**src/logic/lcu_defs.svh**
```systemverilog
`ifndef LCU_DEFS_SVH
`define LCU_DEFS_SVH
`define LCU_ADDR_W 4
`define LCU_OFF_CAP 4'h0
`define LCU_OFF_MODE 4'h4
`define LCU_L1LAT_LSB 15
`define LCU_L1LAT_MSB 17
`define LCU_CLKPM_BIT 18
`define LCU_SDREP_BIT 19
`define LCU_LACT_BIT 20
`define LCU_BWN_BIT 21
`define LCU_PIDX_LSB 24
`define LCU_PIDX_MSB 31
`define LCU_L1LAT_RST 3'h2
`define LCU_CLKPM_RST 1'h0
`define LCU_DN_CAP_RST 1'h1
`define LCU_UP_CAP_RST 1'h0
`define LCU_PIDX_MAX 8'h17
`endif

```
**src/logic/lcu_pkg.sv**
```systemverilog
package lcu_pkg;
    typedef struct packed {
        logic bw_notify_cap;
        logic link_active_report_cap;
        logic surprise_down_report_cap;
    } lcu_dn_caps_type;
    typedef struct packed {
        logic [3:0] addr;
        logic [31:0] wdata;
        logic wr;
        logic rd;
    } lcu_bus_req_type;
endpackage : lcu_pkg

```
**src/logic/lcu_link_cap_upper.sv**
```systemverilog
// The address map and the plain strobed port were chosen for this implementation.
`timescale 1ns/1ps
`default_nettype none
`include "lcu_defs.svh"
module lcu_link_cap_upper
    import lcu_pkg::*;
(
    input wire logic clk_sys,
    input wire logic rst_b,
    input wire logic [3:0] addr,
    input wire logic [31:0] wdata,
    input wire logic wr,
    input wire logic rd,
    output logic [31:0] rdata_reg,
    input wire logic write_unlock,
    input wire logic port_is_downstream,
    input wire logic [7:0] port_index,
    input wire logic mode_change,
    output logic [2:0] l1_exit_latency_reg,
    output logic clock_pm_capable_reg,
    output lcu_dn_caps_type dn_caps_reg
);
    lcu_bus_req_type req;
    logic sw_mod_reg;
    logic [7:0] pidx_reg;
    logic wr_cap;
    // strap pins come from outside the clock domain; only the second stage is read
    logic strap_dn_s1_reg;
    logic strap_dn_s2_reg;
    logic [7:0] pidx_s1_reg;
    logic [7:0] pidx_s2_reg;
    logic mode_s1_reg;
    logic mode_s2_reg;

    assign req = '{addr: addr, wdata: wdata, wr: wr, rd: rd};
    assign wr_cap = req.wr && req.addr == `LCU_OFF_CAP && write_unlock;

    // default capability set for the port's current direction
    function automatic lcu_dn_caps_type dn_default(input logic dn);
        lcu_dn_caps_type c;
        c = dn ? {3{`LCU_DN_CAP_RST}} : {3{`LCU_UP_CAP_RST}};
        return c;
    endfunction : dn_default

    // the index bus may settle bit by bit; a strap is expected to hold for many cycles
    always_ff @(posedge clk_sys) begin
        strap_dn_s1_reg <= port_is_downstream;
        strap_dn_s2_reg <= strap_dn_s1_reg;
        pidx_s1_reg <= port_index;
        pidx_s2_reg <= pidx_s1_reg;
        mode_s1_reg <= mode_change;
        mode_s2_reg <= mode_s1_reg;
    end

    always_ff @(posedge clk_sys) begin
        if (!rst_b) begin
            l1_exit_latency_reg <= `LCU_L1LAT_RST;
            clock_pm_capable_reg <= `LCU_CLKPM_RST;
        end else if (wr_cap) begin
            // per-function consistency is software's job, not checked here
            l1_exit_latency_reg <= req.wdata[`LCU_L1LAT_MSB:`LCU_L1LAT_LSB];
            clock_pm_capable_reg <= req.wdata[`LCU_CLKPM_BIT];
        end
    end

    // straps are followed from reset release until software writes, never under reset
    always_ff @(posedge clk_sys) begin
        if (!rst_b) begin
            dn_caps_reg <= '0;
            sw_mod_reg <= 1'b0;
        end else if (wr_cap) begin
            dn_caps_reg <= {req.wdata[`LCU_BWN_BIT], req.wdata[`LCU_LACT_BIT], req.wdata[`LCU_SDREP_BIT]};
            sw_mod_reg <= 1'b1;
        end else if (!sw_mod_reg) begin
            // until software writes, follow the direction strap every cycle; mode_change plays no part
            dn_caps_reg <= dn_default(strap_dn_s2_reg);
        end
        // once written, a mode change leaves the value alone
    end

    always_ff @(posedge clk_sys) begin
        if (!rst_b) begin
            pidx_reg <= 8'h00;
        end else begin
            pidx_reg <= (pidx_s2_reg > `LCU_PIDX_MAX) ? `LCU_PIDX_MAX : pidx_s2_reg;
        end
    end

    always_ff @(posedge clk_sys) begin
        if (!rst_b) begin
            rdata_reg <= 32'h0000_0000;
        end else if (req.rd && req.addr == `LCU_OFF_CAP) begin
            rdata_reg <= {pidx_reg, 2'b00, dn_caps_reg.bw_notify_cap, dn_caps_reg.link_active_report_cap,
                          dn_caps_reg.surprise_down_report_cap, clock_pm_capable_reg,
                          l1_exit_latency_reg, 15'h0000};
        end else if (req.rd && req.addr == `LCU_OFF_MODE) begin
            rdata_reg <= {30'h0000_0000, sw_mod_reg, strap_dn_s2_reg};
        end else begin
            rdata_reg <= 32'h0000_0000;
        end
    end

    property p_l1_reset;
        @(posedge clk_sys)
        !rst_b |=> l1_exit_latency_reg == `LCU_L1LAT_RST;
    endproperty
    a_l1_reset: assert property (p_l1_reset)
        else $error("l1 latency reset wrong");

    property p_cpm_reset;
        @(posedge clk_sys)
        !rst_b |=> !clock_pm_capable_reg;
    endproperty
    a_cpm_reset: assert property (p_cpm_reset)
        else $error("clock pm reset wrong");

    property p_locked;
        @(posedge clk_sys) disable iff (!rst_b)
        (wr && !write_unlock) |=> $stable(l1_exit_latency_reg) && $stable(clock_pm_capable_reg)
            && $stable(dn_caps_reg);
    endproperty
    a_locked: assert property (p_locked)
        else $error("locked write took effect");

    property p_dn_def;
        @(posedge clk_sys) disable iff (!rst_b)
        (!sw_mod_reg && !wr_cap) |=> dn_caps_reg == {3{$past(strap_dn_s2_reg)}};
    endproperty
    a_dn_def: assert property (p_dn_def)
        else $error("downstream default wrong");

    property p_sticky;
        @(posedge clk_sys) disable iff (!rst_b)
        (sw_mod_reg && !wr_cap) |=> $stable(dn_caps_reg);
    endproperty
    a_sticky: assert property (p_sticky)
        else $error("sticky caps lost");

    property p_mode_sticky;
        @(posedge clk_sys) disable iff (!rst_b)
        (sw_mod_reg && !wr_cap && mode_s2_reg) |=> $stable(dn_caps_reg) && sw_mod_reg;
    endproperty
    a_mode_sticky: assert property (p_mode_sticky)
        else $error("mode change disturbed written caps");

    property p_rd_zero;
        @(posedge clk_sys) disable iff (!rst_b)
        (rd && addr == `LCU_OFF_CAP) |=> rdata_reg[23:22] == 2'b00 && rdata_reg[14:0] == 15'h0000;
    endproperty
    a_rd_zero: assert property (p_rd_zero)
        else $error("reserved bits nonzero");

    property p_pidx;
        @(posedge clk_sys) disable iff (!rst_b)
        (rd && addr == `LCU_OFF_CAP) |=> rdata_reg[31:24] <= `LCU_PIDX_MAX;
    endproperty
    a_pidx: assert property (p_pidx)
        else $error("port index out of range");

    property p_wr;
        @(posedge clk_sys) disable iff (!rst_b)
        (wr && write_unlock && addr == `LCU_OFF_CAP) |=> l1_exit_latency_reg == $past(wdata[17:15])
            && clock_pm_capable_reg == $past(wdata[18]) && dn_caps_reg == $past(wdata[21:19]);
    endproperty
    a_wr: assert property (p_wr)
        else $error("unlocked write lost");

    property p_mode_rd;
        @(posedge clk_sys) disable iff (!rst_b)
        (rd && addr == `LCU_OFF_MODE) |=> rdata_reg[31:2] == 30'h0000_0000
            && rdata_reg[1] == $past(sw_mod_reg);
    endproperty
    a_mode_rd: assert property (p_mode_rd)
        else $error("mode status word wrong");

    property p_idle_zero;
        @(posedge clk_sys) disable iff (!rst_b)
        !rd |=> rdata_reg == 32'h0000_0000;
    endproperty
    a_idle_zero: assert property (p_idle_zero)
        else $error("read data outside read cycle");
endmodule : lcu_link_cap_upper
`default_nettype wire

```
**config.mk**
```make
export PLATFORM = sky130hd
export DESIGN_NAME = lcu_link_cap_upper
export DESIGN_NICKNAME = d
export VERILOG_FILES = /design/src/logic/lcu_pkg.sv /design/src/logic/lcu_link_cap_upper.sv
export VERILOG_INCLUDE_DIRS = /design/src /design/src/logic
export SDC_FILE = /design/constraint.sdc
export NUM_CORES = 1
export LEC_CHECK = 0
export ABC_AREA = 1
export ABC_CLOCK_PERIOD_IN_PS = 1850
export BUFFER_PORTS_ARGS = -buffer_cell sky130_fd_sc_hd__buf_4
export CAP_MARGIN = 0
export CORE_MARGIN = 2
export CORE_UTILIZATION = 46
export DETAILED_ROUTE_END_ITERATION = 10
export PLACE_DENSITY_LB_ADDON = 0.25
export REMOVE_ABC_BUFFERS = 1
export SYNTH_ARGS = -nofsm -noshare
export SYNTH_HDL_FRONTEND = slang
export SYNTH_SLANG_ARGS = --single-unit
export TNS_END_PERCENT = 50
```
**constraint.sdc**
```tcl
create_clock -name clk_sys -period 1.85 [get_ports clk_sys]
set_input_delay 0.37 -clock clk_sys [delete_from_list [all_inputs] [get_ports clk_sys]]
set_output_delay 0.37 -clock clk_sys [all_outputs]
set_load 0.05 [all_outputs]
```
Word level (Yosys, flattened, before mapping) --
Cells that the tools add are included.
Cells by class: order comparisons 1, equality and inequality tests 2, muxes and demuxes 6, bitwise operators 2, reduce and logical (&&, ||, !) cells 8
Operators by type and width (count):
- two-way mux 32 bit | 1
- two-way mux 3 bit | 3
- greater-than comparator 8 x 5 -> 1 bit (second input constant) | 1
- two-way mux 5 bit | 1
- equality test 4 x 3 -> 1 bit (second input constant) | 1
- logical AND 1 bit | 4
- zero test 4 bit | 1
- OR reduction 2 bit | 2
- OR reduction 3 bit | 1
- two-way mux 2 bit | 1
- inequality test 2 x 1 -> 1 bit (second input constant) | 1
- inverter 1 bit | 2
Storage, ports and cells: bits in registers 66, input port bits 51, output and inout port bits 39, logic and storage cells 34

Logic depth before layout (Yosys ltp) --
depth after elaboration 4, depth in mapped cells 8, mapped depth without buffers 7

Least setup slack after synthesis --
OpenSTA, ideal clock, no wires.
path kind in2reg, start input port addr[3], end register dn_caps_reg[1] (netlist name), setup time 109 ps, arrival 933 ps, required time 1741 ps, slack 808 ps, cell stages on the path 7, buffers on the path 1, path through nor2_2 -> nand3_2 -> buf_6 -> nand3_1 -> nand3_1 -> nand2_1 -> inv_1
On the way: longest elaborated chain between the ends 4, elaborated cells on any way between the ends 5, classes of those cells 1 x eq/ne; 1 x mux; 3 x reduce/logical
Ends and longest elaborated chain:
- from (decl) | RTL line lcu_link_cap_upper.sv:10 | input wire logic [3:0] addr,
- zero test 4 bit (no source line) *
- logical AND 1 bit (no source line) *
- logical AND 1 bit * | RTL line lcu_link_cap_upper.sv:36 | assign wr_cap = req.wr && req.addr == `LCU_OFF_CAP && write_unlock;
- inequality test 2 x 1 -> 1 bit (no source line) / two-way mux 3 bit (equally long branches)
- to (signal assigned) | RTL line lcu_link_cap_upper.sv:72 | dn_caps_reg <= {req.wdata[`LCU_BWN_BIT], req.wdata[`LCU_LACT_BIT], req.wdata[`LCU_SDREP_BIT]};
- to (signal assigned) | RTL line lcu_link_cap_upper.sv:76 | dn_caps_reg <= dn_default(strap_dn_s2_reg);
- to (decl) | RTL line lcu_link_cap_upper.sv:21 | output lcu_dn_caps_type dn_caps_reg
Every way passes the cells marked *; elsewhere a longest branch is shown, timed or not. A chain may end at the register's enable or synchronous reset.

Worst setup path in the final report --
start register dn_caps_reg[2] (netlist name), end output port dn_caps_reg[2] (netlist name)
No word-level cell between the ends.

==> run summary <==
The floorplan step defined a die boundary enclosing roughly 3900 um^2. The number of ports placed on the die boundary is 90. The post-synthesis async set-or-reset flop share came out at 0. The number of antenna violations at the first check in global routing is 0. The clock tree from TritonCTS is yes. The proportion of netlist area held by the largest area contributor is 0.6451. The clock period could shrink to 1305 ps.

Between clock sinks in the finished design, the worst skew comes to between 2 and 3 ps. The overall global routing resource usage came out at 0.1274. The count of nets left with antenna violations after detail routing came out at 0. The floorplan has 21 rows. The sequential fraction of the synthesis area is 0.6451. The via count came out at around 1100. Entering global routing, the biggest net connects 16 pins.

The HPWL reported at the end of detailed placement is ~1.8 mm. The critical path goes through buf_4. The number of buffers added for setup after CTS is 0. The proportion of power drawn by flip-flops and latches is 0.637. After the first detailed-routing iteration, the DRC count stood at 32. The launch instance of the worst register-to-register path is pidx_s2_reg[7]. The antenna diode count is 0. The clock tree root driver cell is sky130_fd_sc_hd__clkbuf_4. In this run the worst path has a maximum fanout of 3.

The detailed-routed wire length on met3 is 276 um. The critical path ends at dn_caps_reg[2]. The post-route met1 wirelength is 803 um. The synthesized design spends more area on one cell type than any other, namely sky130_fd_sc_hd__dfxtp_1. The DRC violations left came out at 0. The delay of the slowest critical-path stage came out at 380 ps. Synthesis inferred 51 register bits. The share of post-route cells with drive strength above 1 is 0.3397. The path class of the tightest hold or removal check is in -> reg. The internal reg-to-reg setup slack is 880 ps. The tool flagged a number of max-cap violations equal to 0.

The most critical setup path has its startpoint at dn_caps_reg[2]. The routed wire length on met2 is 1.225 mm. The core area is 3311 um^2. Yosys instantiated no cell more often than sky130_fd_sc_hd__dfxtp_1. The number of max-slew violations in the final report was 0. The final routed wire length divided by cell count is 9.129 um. Counting both buffers and inverters, the worst setup path holds a total of 1. The total power is 1.800 mW.

The via density per instance is between 4 and 5. The reg-to-reg endpoint is pidx_reg[2]. The clock latency at the later pin of the worst-skew pair is 340 ps.

The summed instance area of the synthesized netlist came out at 1583 um^2. The final cycle utilization of the critical path came out at 0.7052. CTS built an H-tree with a depth of 2. After clock tree synthesis, the repair step resized 0 gates. The first-pass GRT wire length came out at just under 4 mm. The final setup violation count is 0. The number of buffers added to fix hold violations after cts came out at 0. Routability-driven placement finished with a final weighted congestion of 0.7925. For this run, the post-layout net count is 260.

The combinational group share of total power came out at 0.101. The clock tree buffer depth is 2. The worst setup path is captured at a primary output. By area the synthesized netlist is led by sky130_fd_sc_hd__dfxtp_1 65%, sky130_fd_sc_hd__buf_4 7.1%, sky130_fd_sc_hd__inv_1 6.2%, sky130_fd_sc_hd__nand3_1 4.1%, sky130_fd_sc_hd__nor2_2 4.0%. The peak supply drop came out at 0.6321 mV. The critical path arrival is 930 ps. The share of total power consumed by net switching is 0.2424. The slowest stage of the critical path is the sky130_fd_sc_hd__dfxtp_1 cell. At the end of the flow the core is filled with cells to 0.5956.

The via count of the first global-routing pass came to 945. The count of mapped cells out of synthesis is 155. The total cell area at the placement stage came out at 1916 um^2. The required time of the critical path is 1480 ps. After global routing the overflow that remains totals 0. The clock slew at the register clock pins of the worst setup and hold paths came out at 120 ps. The clock sink count is 51.

The total wire length after detailed routing is 2.328 mm. The pre-antenna-repair detailed-routing pass consisted of 4 iterations. The classification of the worst setup path is reg -> out. The floorplan die height came out at 62.66 um.

The count of cell instances traversed by the critical path is 1. The number of synthesized flops with an enable pin is 0. Setup repair after global routing left no endpoint under its margin. The flip-flop count of the largest register, all copies and words added is 17. The static leakage is 0.9903 nW.

The worst register-to-register path has a depth of 4. In this run, distinct cell masters in the synthesized netlist total 19. The final design area excluding fillers came out at 1972 um^2.

The fraction of power consumed by the clock network came out at 0.262. The average cell area after synthesis is 10.21 um^2. The most common flop cell mapped by yosys is sky130_fd_sc_hd__dfxtp_1.

The count of synthesis-stage warnings from yosys is 0. The flow ran to the end, and the final reports show no timing, DRC or antenna violations. The startpoint kind of the worst setup timing path is a flip-flop. The count of final hold-check violations came out at 0. The final hold slack is 118.4 ps. The number of input and output port buffers inserted came out at 48. The initial utilization of the core area, before any placement, comes to 0.4781. The number of CTS-inserted buffers came out at 5. The highest layer touched by signal routing is met4.

The critical path's top delay family is flip-flops. The internal power is 1.364 mW. After routing, the total negative slack on setup checks comes to 0 ps. The commonest cells after synthesis are 51 x sky130_fd_sc_hd__dfxtp_1, 26 x sky130_fd_sc_hd__inv_1, 15 x sky130_fd_sc_hd__buf_4. The power per unit of standard cell area came out at 912.9 nW/um^2.

The maximum frequency from static timing analysis came out at around 0.77 GHz. The net switching power of the design is between 0.4 and 0.5 mW. The growth of design area from synthesis to finish is 24.58%. The x dimension of the die came out at between 60 and 70 um.
==> cells in the final DEF (no fill, tap or decap), drive strengths merged <==
cell    netlist  layout
nor3          2       2
nand2        10      10
conb          1      18
dfxtp        51      51
nand3        14      14
nor3b         1       1
clkbuf        0       6
inv          28      28
clkinv        0       1
nor2         19      19
o21ai         7       7
a21oi         4       4
buf          18      48
==> routing by layer <==
metal | vias up | GRT usage
met5 | - | 0
met4 | 0 | 0.03333
met3 | 4 | 0.07568
met2 | 50 | 0.2312
met1 | 463 | 0.1211
li1 | 540 | -
==> how the worst min path moves through the flow <==
stage | start | end | slack, ps | cells after the start
after floorplan | pidx_s1_reg[0] | pidx_s2_reg[0] | 310 | 0
after global placement | pidx_s1_reg[5] | pidx_s2_reg[5] | 310 | 0
after detailed placement | pidx_s1_reg[1] | pidx_s2_reg[1] | 320 | 0
after CTS | port_index[7] | pidx_s1_reg[7] | 100 | 1
after global routing | port_index[7] | pidx_s1_reg[7] | 70 | 1
final | port_index[7] | pidx_s1_reg[7] | 120 | 1
==> power by group through the flow <==
stage / clock network (mW) / logic, mW / registers, mW
floorplan: 0 / 0.0993 / 1.19
global placement: 0 / 0.178 / 1.17
detailed placement: 0 / 0.182 / 1.17
CTS: 0.495 / 0.182 / 1.15
global route: 0.550 / 0.194 / 1.15
finish: 0.472 / 0.182 / 1.15
==> cells by family (layout without fill, tap and decap cells) <==
kind of cell           count (synthesis)  after routing  share of synthesized area
AND/OR/NAND/NOR                       46             46                     0.1573
buffers and inverters                 46             83                     0.1605
other                                  1             18                   0.002369
AO/OA/AOI/OAI                         11             11                    0.03478
flip-flops                            51             51                     0.6451
==> per-stage QoR <==
stage               worst slack [ps]  std cells
finish                         545.4        255
global route                   476.7        255
CTS                            520.3        255
detailed placement             532.6        248
global placement               539.9        248
floorplan                      800.6        154
==> final cells by class <==
class | instances | area (um^2)
clock inverters | 1 | 5.005
flip-flops and latches | 51 | 1021
fillers | 306 | 1339
multi-input cells | 75 | 371.6
inverters | 28 | 105.1
repair buffers | 48 | 360.3
well taps | 46 | 57.56
clock buffers | 6 | 51.30
Note: power is estimated with default switching activity, not from simulation.
